### config.mk
export PLATFORM = sky130hd
export DESIGN_NAME = obm_bus_monitor
export DESIGN_NICKNAME = d
export VERILOG_FILES = /design/src/logic/obm_pkg.sv /design/src/logic/obm_bus_monitor.sv /design/src/logic/obm_id_filter.sv /design/src/logic/obm_tx_fifo.sv
export SDC_FILE = /design/constraint.sdc
export NUM_CORES = 2
export LEC_CHECK = 0
export BUFFER_PORTS_ARGS = -buffer_cell sky130_fd_sc_hd__buf_2
export CAP_MARGIN = 20
export CORE_MARGIN = 1
export CORE_UTILIZATION = 45
export DETAILED_ROUTE_END_ITERATION = 7
export SLEW_MARGIN = 20
export SYNTH_ARGS = -nofsm -noshare
export SYNTH_HDL_FRONTEND = slang
export SYNTH_SLANG_ARGS = --single-unit
### constraint.sdc
create_clock -name clock -period 14 [get_ports clock]
set_input_delay 1.4 -clock clock [delete_from_list [all_inputs] [get_ports clock]]
set_output_delay 1.4 -clock clock [all_outputs]
set_load 0.05 [all_outputs]
### src/logic/obm_pkg.sv
// Purpose: Shared constants for the bus monitor and header/filter block.
// Assumes: 125 MHz clock, APB register access, 32-bit data.
// Notes: Byte offsets are APB byte addresses.
package obm_pkg;
   // Register byte offsets
   localparam logic [7:0] ADDR_CTRL = 8'h00;
   localparam logic [7:0] ADDR_HEADER = 8'h04;
   localparam logic [7:0] ADDR_HDR_SHORT = 8'h08;
   localparam logic [7:0] ADDR_FILTER = 8'h0C;
   localparam logic [7:0] ADDR_MASK = 8'h10;
   localparam logic [7:0] ADDR_MON_ADDR = 8'h14;
   localparam logic [7:0] ADDR_STATUS = 8'h18;
   // Control field positions
   localparam int CTRL_MODE_LO = 0;
   localparam int CTRL_CAN11 = 2;
   localparam int CTRL_AUTO = 3;
   localparam int CTRL_BUSINIT = 4;
   localparam int CTRL_PROTO_LO = 5;
   // Status field positions
   localparam int STAT_BUSY = 0;
   localparam int STAT_MON = 1;
   localparam int STAT_PRINT = 2;
   localparam int STAT_OVF = 3;
   localparam int STAT_SEARCH = 4;
   localparam int STAT_PROTO_LO = 5;
   // Monitor modes
   localparam logic [1:0] MODE_OFF = 2'h0;
   localparam logic [1:0] MODE_ALL = 2'h1;
   localparam logic [1:0] MODE_RCV = 2'h2;
   localparam logic [1:0] MODE_XMT = 2'h3;
   // Protocol codes
   localparam logic [3:0] PROTO_RESET = 4'h0;
   localparam logic [3:0] PROTO_FIRST = 4'h1;
   localparam logic [3:0] PROTO_ISO9141 = 4'h3;
   localparam logic [3:0] PROTO_LAST = 4'h9;
   // Reset values
   localparam logic [23:0] HEADER_RESET = 24'h000000;
   localparam logic [28:0] FILTER_RESET = 29'h00000000;
   localparam logic [28:0] MASK_RESET = 29'h00000000;
   localparam logic [4:0] PRIO_RESET = 5'h1B;
   // Printed characters
   localparam logic [7:0] CHAR_CR = 8'h0D;
   localparam logic [7:0] CHAR_PROMPT = 8'h3E;
   // Timing
   localparam int CLK_MHZ = 125;
   localparam int QUIET_US = 100000;
   localparam int QUIET_CYCLES = QUIET_US * CLK_MHZ;
   localparam int KEEPALIVE_MS = 3000;
   localparam int KEEPALIVE_CYCLES = KEEPALIVE_MS * 1000 * CLK_MHZ;
endpackage

### src/logic/obm_bus_monitor.sv
// Purpose: Monitor modes, header store and CAN ID filtering behind APB.
// Assumes: Messages arrive whole on msgValid; UART bytes on this clock.
// Notes: rts_n and kLineActive are pins and are synchronised.
`timescale 1ns/100ps
`default_nettype none
module obm_bus_monitor
   import obm_pkg::*;
#(
   parameter int QUIET_CYC = QUIET_CYCLES,
   parameter int KEEPALIVE_CYC = KEEPALIVE_CYCLES,
   parameter int TX_DEPTH = 256
)(
   input wire logic clock,
   input wire logic rst_n,
   input wire logic psel,
   input wire logic penable,
   input wire logic pwrite,
   input wire logic [7:0] paddr,
   input wire logic [31:0] pwdata,
   output logic [31:0] prdata,
   output logic pready,
   output logic pslverr,
   input wire logic rts_n,
   input wire logic kLineActive,
   input wire logic rxValid,
   input wire logic [7:0] rxChar,
   input wire logic msgValid,
   input wire logic [28:0] msgId,
   input wire logic [3:0] msgLen,
   input wire logic [63:0] msgData,
   output logic txValid,
   input wire logic txReady,
   output logic [7:0] txData,
   output logic busy,
   output logic keepAlive,
   output logic ackEnable,
   output logic searching,
   output logic [3:0] protocol,
   output logic [28:0] requestId
);
   typedef enum logic [2:0] {S_IDLE, S_MON, S_PRINT, S_PROMPT} obm_state_t;
   obm_state_t state_q, state_d;

   logic [1:0] rtsSync_q, klSync_q;
   logic [1:0] mode_q;
   logic can11_q, auto_q, busInit_q, stop_q, ovf_q;
   logic [23:0] header_q;
   logic [28:0] filter_q, mask_q;
   logic [7:0] monAddr_q;
   logic [23:0] lineHdr_q;
   logic [63:0] lineData_q;
   logic [3:0] lineLen_q, idx_q, lineEnd;
   logic [31:0] quiet_q, kaCnt_q;
   logic idPass, fifoInReady, fifoInValid, quietHit, monActive;
   logic [7:0] fifoInData;
   logic apbAccess, apbWr, apbRd, addrHit, startMon, msgTake, msgDrop;

   // Byte of a printed line: header, data, end of line
   function automatic logic [7:0] lineByte(input logic [3:0] i, input logic c11,
         input logic [23:0] h, input logic [63:0] d, input logic [3:0] n);
      logic [3:0] hn;
      logic [3:0] di;
      hn = c11 ? 4'h2 : 4'h3;
      di = i - hn;
      if (i < hn)
         lineByte = c11 ? (i == 4'h0 ? {5'h00, h[10:8]} : h[7:0])
                        : h[23 - 8*i -: 8];
      else if (i < hn + n)
         lineByte = d[63 - 8*di -: 8];
      else
         lineByte = CHAR_CR;
   endfunction

   // Pin synchronisers
   always_ff @(posedge clock)
   begin
      if (!rst_n)
      begin
         rtsSync_q <= 2'h3;
         klSync_q <= 2'h0;
      end
      else
      begin
         rtsSync_q <= {rtsSync_q[0], rts_n};
         klSync_q <= {klSync_q[0], kLineActive};
      end
   end

   // APB decode
   assign apbAccess = psel && penable && !pready;
   assign apbWr = apbAccess && pwrite;
   assign apbRd = apbAccess && !pwrite;
   assign addrHit = paddr == ADDR_CTRL || paddr == ADDR_HEADER
      || paddr == ADDR_HDR_SHORT || paddr == ADDR_FILTER || paddr == ADDR_MASK
      || paddr == ADDR_MON_ADDR || paddr == ADDR_STATUS;
   assign startMon = apbWr && paddr == ADDR_CTRL
      && pwdata[CTRL_MODE_LO +: 2] != MODE_OFF && state_q == S_IDLE;
   assign monActive = state_q == S_MON || state_q == S_PRINT;

   // APB handshake, one wait state
   always_ff @(posedge clock)
   begin
      if (!rst_n)
      begin
         pready <= 1'b0;
         pslverr <= 1'b0;
         prdata <= 32'h00000000;
      end
      else
      begin
         pready <= apbAccess;
         pslverr <= apbAccess && !addrHit;
         prdata <= 32'h00000000;
         if (apbRd)
         begin
            case (paddr)
               ADDR_CTRL: prdata <= {23'h000000, protocol, busInit_q, auto_q, can11_q,
                                     mode_q};
               ADDR_HEADER: prdata <= {8'h00, header_q};
               ADDR_FILTER: prdata <= {3'h0, filter_q};
               ADDR_MASK: prdata <= {3'h0, mask_q};
               ADDR_MON_ADDR: prdata <= {24'h000000, monAddr_q};
               ADDR_STATUS: prdata <= {23'h000000, protocol, searching, ovf_q,
                                       state_q == S_PRINT, monActive, busy};
               default: prdata <= 32'h00000000;
            endcase
         end
      end
   end

   // Configuration registers
   always_ff @(posedge clock)
   begin
      if (!rst_n)
      begin
         mode_q <= MODE_OFF;
         can11_q <= 1'b0;
         auto_q <= 1'b0;
         busInit_q <= 1'b0;
         header_q <= HEADER_RESET;
         filter_q <= FILTER_RESET;
         mask_q <= MASK_RESET;
         monAddr_q <= 8'h00;
      end
      else if (apbWr)
      begin
         case (paddr)
            ADDR_CTRL:
            begin
               if (state_q == S_IDLE)
                  mode_q <= pwdata[CTRL_MODE_LO +: 2];
               can11_q <= pwdata[CTRL_CAN11];
               auto_q <= pwdata[CTRL_AUTO];
               busInit_q <= pwdata[CTRL_BUSINIT];
            end
            ADDR_HEADER: header_q <= pwdata[23:0];
            ADDR_HDR_SHORT: header_q <= {12'h000, pwdata[11:0]};
            ADDR_FILTER: filter_q <= pwdata[28:0];
            ADDR_MASK: mask_q <= pwdata[28:0];
            ADDR_MON_ADDR: monAddr_q <= pwdata[7:0];
            default: mode_q <= mode_q;
         endcase
      end
   end

   // Request identifier from the header store
   always_ff @(posedge clock)
   begin
      if (!rst_n)
         requestId <= 29'h00000000;
      else
         requestId <= can11_q ? {18'h00000, header_q[10:0]}
                              : {PRIO_RESET, header_q};
   end

   obm_id_filter u_filter (
      .rxId(msgId),
      .can11(can11_q),
      .filterVal(filter_q),
      .maskVal(mask_q),
      .mode(mode_q),
      .monAddr(monAddr_q),
      .pass(idPass)
   );

   // Message acceptance; busy printing drops a new message
   assign msgTake = state_q == S_MON && msgValid && idPass && !stop_q;
   assign msgDrop = state_q == S_PRINT && msgValid && idPass;
   assign lineEnd = (can11_q ? 4'h2 : 4'h3) + lineLen_q;

   // Stop request; the character itself is never stored
   always_ff @(posedge clock)
   begin
      if (!rst_n)
         stop_q <= 1'b0;
      else if (monActive && (!rtsSync_q[1] || rxValid))
         stop_q <= 1'b1;
      else if (state_q == S_PROMPT || state_q == S_IDLE)
         stop_q <= 1'b0;
   end

   // Monitor state machine
   always_comb
   begin
      state_d = state_q;
      case (state_q)
         S_IDLE:
            if (startMon)
               state_d = S_MON;
         S_MON:
            if (stop_q)
               state_d = S_PROMPT;
            else if (msgTake)
               state_d = S_PRINT;
         S_PRINT:
            if (fifoInReady && idx_q == lineEnd)
               state_d = stop_q ? S_PROMPT : S_MON;
         S_PROMPT:
            if (fifoInReady)
               state_d = S_IDLE;
         default: state_d = S_IDLE;
      endcase
   end

   always_ff @(posedge clock)
   begin
      if (!rst_n)
      begin
         state_q <= S_IDLE;
         busy <= 1'b0;
         ackEnable <= 1'b1;
      end
      else
      begin
         state_q <= state_d;
         busy <= state_d != S_IDLE;
         ackEnable <= state_d != S_MON && state_d != S_PRINT;
      end
   end

   // Line capture and byte index
   always_ff @(posedge clock)
   begin
      if (!rst_n)
      begin
         lineHdr_q <= 24'h000000;
         lineData_q <= 64'h0000000000000000;
         lineLen_q <= 4'h0;
         idx_q <= 4'h0;
      end
      else if (msgTake)
      begin
         lineHdr_q <= msgId[23:0];
         lineData_q <= msgData;
         lineLen_q <= msgLen > 4'h8 ? 4'h8 : msgLen;
         idx_q <= 4'h0;
      end
      else if (state_q == S_PRINT && fifoInReady)
         idx_q <= idx_q + 4'h1;
   end

   // Bytes into the transmit queue
   assign fifoInValid = state_q == S_PRINT || state_q == S_PROMPT;
   assign fifoInData = state_q == S_PROMPT ? CHAR_PROMPT
      : lineByte(idx_q, can11_q, lineHdr_q, lineData_q, lineLen_q);

   obm_tx_fifo #(
      .WIDTH(8),
      .DEPTH(TX_DEPTH)
   ) u_txq (
      .clock(clock),
      .rst_n(rst_n),
      .inValid(fifoInValid),
      .inData(fifoInData),
      .inReady(fifoInReady),
      .outValid(txValid),
      .outReady(txReady),
      .outData(txData)
   );

   // Overflow: a message lost to a busy output; write 1 clears, set wins
   always_ff @(posedge clock)
   begin
      if (!rst_n)
         ovf_q <= 1'b0;
      else if (msgDrop)
         ovf_q <= 1'b1;
      else if (apbWr && paddr == ADDR_STATUS && pwdata[STAT_OVF])
         ovf_q <= 1'b0;
   end

   // Silent bus timer and protocol search
   assign quietHit = quiet_q >= 32'(QUIET_CYC - 1);
   always_ff @(posedge clock)
   begin
      if (!rst_n)
      begin
         quiet_q <= 32'h00000000;
         searching <= 1'b0;
         protocol <= PROTO_RESET;
      end
      else
      begin
         if (state_q != S_MON || msgValid || quietHit)
            quiet_q <= 32'h00000000;
         else
            quiet_q <= quiet_q + 32'h00000001;
         if (apbWr && paddr == ADDR_CTRL)
            protocol <= pwdata[CTRL_PROTO_LO +: 4];
         if (!monActive || msgValid)
            searching <= 1'b0;
         else if (searching && klSync_q[1])
         begin
            searching <= 1'b0;
            protocol <= PROTO_ISO9141;
         end
         else if (quietHit && auto_q)
         begin
            searching <= 1'b1;
            protocol <= (protocol >= PROTO_LAST || protocol < PROTO_FIRST)
               ? PROTO_FIRST : protocol + 4'h1;
         end
      end
   end

   // Keep-alive timer, held off while monitoring
   always_ff @(posedge clock)
   begin
      if (!rst_n)
      begin
         kaCnt_q <= 32'h00000000;
         keepAlive <= 1'b0;
      end
      else
      begin
         keepAlive <= 1'b0;
         if (!busInit_q || monActive || state_d == S_MON)
            kaCnt_q <= 32'h00000000;
         else if (kaCnt_q >= 32'(KEEPALIVE_CYC - 1))
         begin
            kaCnt_q <= 32'h00000000;
            keepAlive <= 1'b1;
         end
         else
            kaCnt_q <= kaCnt_q + 32'h00000001;
      end
   end
endmodule
`default_nettype wire

### src/logic/obm_id_filter.sv
// Purpose: Decide whether a received identifier is passed to the output.
// Assumes: Header store layout with 11-bit IDs in the low bits.
// Notes: Purely combinational; the caller uses the result unregistered.
`timescale 1ns/100ps
`default_nettype none
module obm_id_filter
   import obm_pkg::*;
(
   input wire logic [28:0] rxId,
   input wire logic can11,
   input wire logic [28:0] filterVal,
   input wire logic [28:0] maskVal,
   input wire logic [1:0] mode,
   input wire logic [7:0] monAddr,
   output logic pass
);
   logic [28:0] effMask;
   logic idOk;
   logic addrOk;

   // Mask limited to 11 bits on short IDs; mask 1 bits must match
   assign effMask = can11 ? {18'h00000, maskVal[10:0]} : maskVal;
   assign idOk = ((rxId ^ filterVal) & effMask) == 29'h00000000;

   // Address match per monitor mode
   always_comb
   begin
      case (mode)
         MODE_ALL: addrOk = 1'b1;
         MODE_RCV: addrOk = can11 ? (rxId[10:8] == monAddr[2:0])
                                  : (rxId[15:8] == monAddr);
         MODE_XMT: addrOk = rxId[7:0] == monAddr;
         default: addrOk = 1'b0;
      endcase
   end

   assign pass = idOk && addrOk;
endmodule
`default_nettype wire

### src/logic/obm_tx_fifo.sv
// Purpose: Transmit byte queue towards the serial link.
// Assumes: Drain side may stall; full stalls the filling side.
// Notes: Output stage is a register, one byte beyond the array depth.
`timescale 1ns/100ps
`default_nettype none
module obm_tx_fifo #(
   parameter int WIDTH = 8,
   parameter int DEPTH = 256
)(
   input wire logic clock,
   input wire logic rst_n,
   input wire logic inValid,
   input wire logic [WIDTH-1:0] inData,
   output logic inReady,
   output logic outValid,
   input wire logic outReady,
   output logic [WIDTH-1:0] outData
);
   localparam int AW = $clog2(DEPTH);
   logic [WIDTH-1:0] mem [DEPTH];
   logic [AW-1:0] wrPtr_q;
   logic [AW-1:0] rdPtr_q;
   logic [AW:0] count_q;
   logic push;
   logic pop;

   assign inReady = count_q != (AW+1)'(DEPTH);
   assign push = inValid && inReady;
   assign pop = (count_q != '0) && (!outValid || outReady);

   // Storage array
   always_ff @(posedge clock)
   begin
      if (push)
         mem[wrPtr_q] <= inData;
   end

   // Pointers and fill level
   always_ff @(posedge clock)
   begin
      if (!rst_n)
      begin
         wrPtr_q <= '0;
         rdPtr_q <= '0;
         count_q <= '0;
      end
      else
      begin
         if (push)
            wrPtr_q <= wrPtr_q + 1'b1;
         if (pop)
            rdPtr_q <= rdPtr_q + 1'b1;
         if (push && !pop)
            count_q <= count_q + 1'b1;
         else if (pop && !push)
            count_q <= count_q - 1'b1;
      end
   end

   // Registered output stage
   always_ff @(posedge clock)
   begin
      if (!rst_n)
      begin
         outValid <= 1'b0;
         outData <= '0;
      end
      else if (pop)
      begin
         outValid <= 1'b1;
         outData <= mem[rdPtr_q];
      end
      else if (outReady)
         outValid <= 1'b0;
   end
endmodule
`default_nettype wire

Word-level counts from Yosys, hierarchy flattened
Memories as Yosys holds them, arrays and structs flattened. A register that Yosys moved wholly into a read port is not among the register bits.
Cells that the tools add are included.

operators by class
  reductions and logical operators = 79
  bitwise operators = 3
  add/sub/neg operators = 12
  $lt $le $gt $ge = 7
  equal/unequal tests = 21
  shift-type cells = 2
  mux-type cells = 36

operators by type and width
  cell                                                                     count
  29-bit one-hot mux with 6 select lines                                   1
  71-bit by 33-bit indexed part select with 8-bit output                   1
  32-bit by 1-bit adder with 32-bit output, second input constant          2
  29-bit two-way mux                                                       2
  24-bit one-hot mux with 2 select lines                                   1
  8-bit two-way mux                                                        5
  31-bit by 33-bit indexed part select with 8-bit output                   1
  32-bit by 24-bit >= comparator with 1-bit output, second input constant  1
  32-bit by 29-bit >= comparator with 1-bit output, second input constant  1
  29-bit AND                                                               1
  29-bit zero test                                                         1
  29-bit XOR                                                               1
  1-bit logical AND                                                        26
  8-bit by 5-bit equality test with 1-bit output, second input constant    3
  4-bit two-way mux                                                        6
  9-bit two-way mux                                                        2
  1-bit logical OR                                                         17
  8-bit by 1-bit adder with 8-bit output, second input constant            2
  8-bit by 4-bit equality test with 1-bit output, second input constant    2
  8-bit equality test                                                      2
  3-bit two-way mux                                                        5
  3-bit one-hot mux with 4 select lines                                    1
  2-bit AND reduction                                                      6
  2-bit nonzero test                                                       6
  other kinds (35)                                                         64

word-level totals
  memories = 1
  word-level logic and storage cells = 194
  memory bits (writable) = 2,048
  bits in registers = 361
  input port bits = 155

memory list
  memory     words  bits a word  rd ports  clocked after Yosys merged registers in  wr ports  line               text
  u_txq.mem  256    8            1         1                                        1         obm_tx_fifo.sv:20  logic [WIDTH-1:0] mem [DEPTH];

Longest topological paths before layout
  depth in word-level cells = 12
  gate-level depth with buffers = 16
  gate-level depth less buffers = 13

By module
Synthesis repeated with hierarchy kept, for this count alone.

unflattened totals
  cells, all modules = 5,469
  area total of the unflattened synthesis = 95,305.2 sq um

modules (own cells, without submodules)
  module           area each (sq um)  cells an instance  sequential area each (sq um)  instances
  obm_tx_fifo      81,206.6           3,832              62,179.6                      1
  obm_bus_monitor  13,486.7           1,564              6,566.3                       1
  obm_id_filter    611.8              73                 0.0                           1

Worst setup path after synthesis
OpenSTA, ideal clock, no wires.

  kind = reg2reg
  from = register can11_q
  to = memory u_txq.mem[0][3] (data pin)
  stages on the path, launching flop included = 13
  buffers on the path = 4
  period minus slack after synthesis = 14.667 ns
  setup slack = -0.667 ns
  library setup time = 2.187 ns
  arrival time = 12.480 ns
  cells stage by stage = dfxtp_1 -> clkbuf_1 -> inv_1 -> clkbuf_1 -> ha_1 -> inv_1 -> ha_1 -> clkbuf_1 -> clkbuf_1 -> mux4_2 -> mux2_2 -> a21oi_1 -> o21ai_0

on the way
  cells in the longest elaborated chain, start to end = 7

RTL lines
  item                                                    line                    text
  from (decl)                                             obm_bus_monitor.sv:46   logic can11_q, auto_q, busInit_q, stop_q, ovf_q;
  from (signal assigned)                                  obm_bus_monitor.sv:152  can11_q <= pwdata[CTRL_CAN11];
  1-bit two-way mux                                       obm_bus_monitor.sv:63   hn = c11 ? 4'h2 : 4'h3;
  4-bit by 2-bit subtractor with 4-bit output             obm_bus_monitor.sv:64   di = i - hn;
  6-bit by 7-bit subtractor with 8-bit output             obm_bus_monitor.sv:69   lineByte = d[63 - 8*di -: 8];
  71-bit by 33-bit indexed part select with 8-bit output  obm_bus_monitor.sv:69
  8-bit two-way mux                                       obm_bus_monitor.sv:68   else if (i < hn + n)
  8-bit two-way mux (*)                                   obm_bus_monitor.sv:65   if (i < hn)
  8-bit two-way mux (*)                                   obm_bus_monitor.sv:264  assign fifoInData = state_q == S_PROMPT ? CHAR_PROMPT
  net fifoInData[3]                                       obm_bus_monitor.sv:55   logic [7:0] fifoInData;
  to (decl)                                               obm_tx_fifo.sv:20

The timed path passes the listed nets; every way through them passes the cells marked *.

==> metrics <==
sequential share of power 0.471; Seq/Total Area, Yosys 0.719; maximum clock insertion buffer count 3; top cells by count, synth edfxtp_1 (2,048), mux2i_1 (520), nand2_1 (500), nor2_1 (388), dfxtp_1 (362); number of iterations in the first detailed-routing pass 6; Fillers 17,100; FF+latch area about 69,000 um^2; first-pass GRT wire length 354,000 um; TritonCTS Buffers 236; Post-synth EDFFs 2,048; Max Slew Vio Count 0; Ys Warns 0; die height 463 um; Worst Hold Class register to register; Clock Power Share 0.389; flop2flop setup slack approximately 8.5 ns; Switch Pwr 4.16 mW; vias roughly 53,000; CTS Root Cell clkbuf_16; setup tns final 0 ns; CTS Sinks 2,410; Worst setup SP type register; drt wl/cell 26.9 um; Synth Flop Type edfxtp_1; Max H-tree Level 4; Max Clock Freq 0.182 GHz; Final period util 0.393; ANT nets after route 0; # hold bufs at CTS 0; total power about 17 mW; DIE WIDTH 463 um; Row Count around 170; Pwr per Cell Area approximately 150 nW/um^2; wirelength, routed 242,000 um; post-route minimum period 5.50 ns; Final setup viols 0; HPWL Detailed between 100,000 and 150,000 um; Final Non-Filler Cells 8,983; top cells by area, synth edfxtp_1 (64%), mux4_2 (8.4%), dfxtp_1 (7.6%); Relative slew margins 0.205; Avg Cell Area, Syn 16.6 um^2; I/O Pins 235; status finished, final reports clean; GRT Total Usage 0.223; Die ar. between 200,000 and 250,000 um^2; Max Cap Violations 0; Critical Path End Type register; CTS resizes 0; Core Util, Final 0.512; Setup Fix Bufs, Post-CTS 0; Mapped Cells about 5,800; Worst-path clk slew 0.06 ns; RSZ-0062 raised after global routing false; dominant cell type by area after synthesis edfxtp_1; combinational share of power 0.141; initial DRC count 5,537; Final Hold Fails 0; Int Power 12.4 mW; worst-path maximum fanout 111; clk_lat worst skew 0.89 ns; GP Congestion 0.844; switch share 0.252; clk_skew 0.0599 ns; Setup CP Type register to register; Post-Place Cells 8,536; NumNets Final 6,156; number of global-route vias before repair 51,400; proportion of synthesized flip-flops having asynchronous set or reset 0; Initial Utilization 0.454; Yosys reg bits 2,410; Peak VDD IR 0.136 mV; Worst Path Arrival 6.26 ns; Area Growth Syn to Fin 12.6%; Synth top area share 0.643; Core ar. 210,000 um^2; Port Buf Inserts between 200 and 250; DRC violations left 0; cell leakage power slightly above 30 nW; initial antenna violation count 10; CTS tree built; most frequent cell after synthesis edfxtp_1; post-synth cell types 69; Cell Area, Synth 95,600 um^2; Avg Vias per Cell 5.88; WP data required 14.76 ns; pin count of the biggest net entering global routing 228; Slew @ Worst Pin 1.19 ns; area of the multi-input gates 25,400 um^2; total gr overflow 0; layout cells sized above 1 0.175
[metrics by stage]
step	worst slack [ns]	cell area, um^2	hold slack, ns
final	8.50	108000	0.417
after global routing	8.12	108000	0.457
after CTS	8.13	108000	0.421
after detailed placement	8.12	99700	0.394
after global placement	8.29	99700	0.402
after floorplan	3.72	95700	0.386
[power by group through the flow]
stage	logic (mW)	registers, mW	clock network, mW
after detailed placement	2.36	7.95	0
final	2.33	7.79	6.43
after floorplan	1.79	7.91	0
after global placement	2.35	7.95	0
after CTS	2.37	7.79	6.52
after global routing	2.48	7.79	6.80
[state kept, by name, indices dropped and copies added (netlist names), 8 cells and up]
name / count
requestId: 25
kaCnt_q: 32
u_txq.wrPtr_q: 8
header_q: 24
prdata: 29
lineData_q: 64
u_txq.rdPtr_q: 8
quiet_q: 32
lineHdr_q: 24
monAddr_q: 8
mask_q: 29
u_txq.count_q: 9
u_txq.outData: 8
u_txq.mem: 2048
filter_q: 29
[critical path, stage by stage, from the launching register on]
cell	delay, ns
dfxtp_4	0.71
buf_12	0.65
buf_4	0.81
buf_4	0.67
mux4_2	0.59
mux4_2	0.47
a21oi_1	0.40
o22ai_1	0.28
or4_1	0.57
[final timing paths]
kind | depth (start not counted) | to | start
min reg2reg | 1 | rtsSync_q[1]$_SDFF_PN1_ | rtsSync_q[0]$_SDFF_PN1_
max reg2reg | 8 | u_txq.outData[3]$_SDFFE_PN0P_ | u_txq.rdPtr_q[0]$_SDFFE_PN0P_
max | 8 | u_txq.outData[3]$_SDFFE_PN0P_ | u_txq.rdPtr_q[0]$_SDFFE_PN0P_
min | 1 | rtsSync_q[1]$_SDFF_PN1_ | rtsSync_q[0]$_SDFF_PN1_
[cell usage in the layout, fill, tap and decap left out, types with 40 or more instances in the layout]
cell type	instances
dfxtp_1	356
mux2i_1	520
edfxtp_1	2048
o221ai_1	199
o21ai_0	58
nand3_1	58
clkbuf_16	240
nand2_1	499
buf_4	83
clkbuf_1	57
a211oi_1	78
nor2_1	388
mux4_2	358
clkinv_1	41
xnor2_1	46
o22ai_1	105
buf_2	218
a21oi_1	180
xor2_1	73
clkinv_2	40
[area by class of cell]
| cell class | count | share of cell area |
|---|---|---|
| multi-input cells | 2980 | 0.236 |
| clock inverters | 136 | 0.0143 |
| diodes | 2 | 0.0000465 |
| inverters | 29 | 0.00108 |
| repair buffers | 315 | 0.0183 |
| well taps | 2805 | 0.0326 |
| flip-flops and latches | 2410 | 0.639 |
| clock buffers | 306 | 0.0589 |
[logic make-up after synthesis]
family | share of synthesized area
adder cells (fa/ha/maj) | 0.00387
other | 0.0000392
AO/OA/AOI/OAI | 0.0540
flip-flops | 0.719
XOR/XNOR | 0.0109
AND/OR/NAND/NOR | 0.0536
buffers and inverters | 0.0187
multiplexers | 0.140
[layer usage]
metal | track usage | vias to the layer above | part of all wire
met5 | 0 | - | 0.00020
met4 | 0.0636 | 8 | 0.025
met3 | 0.0333 | 348 | 0.068
met2 | 0.350 | 2009 | 0.47
met1 | 0.323 | 27300 | 0.43
li1 | - | 23200 | -
Power figures use the tool's default switching activity.
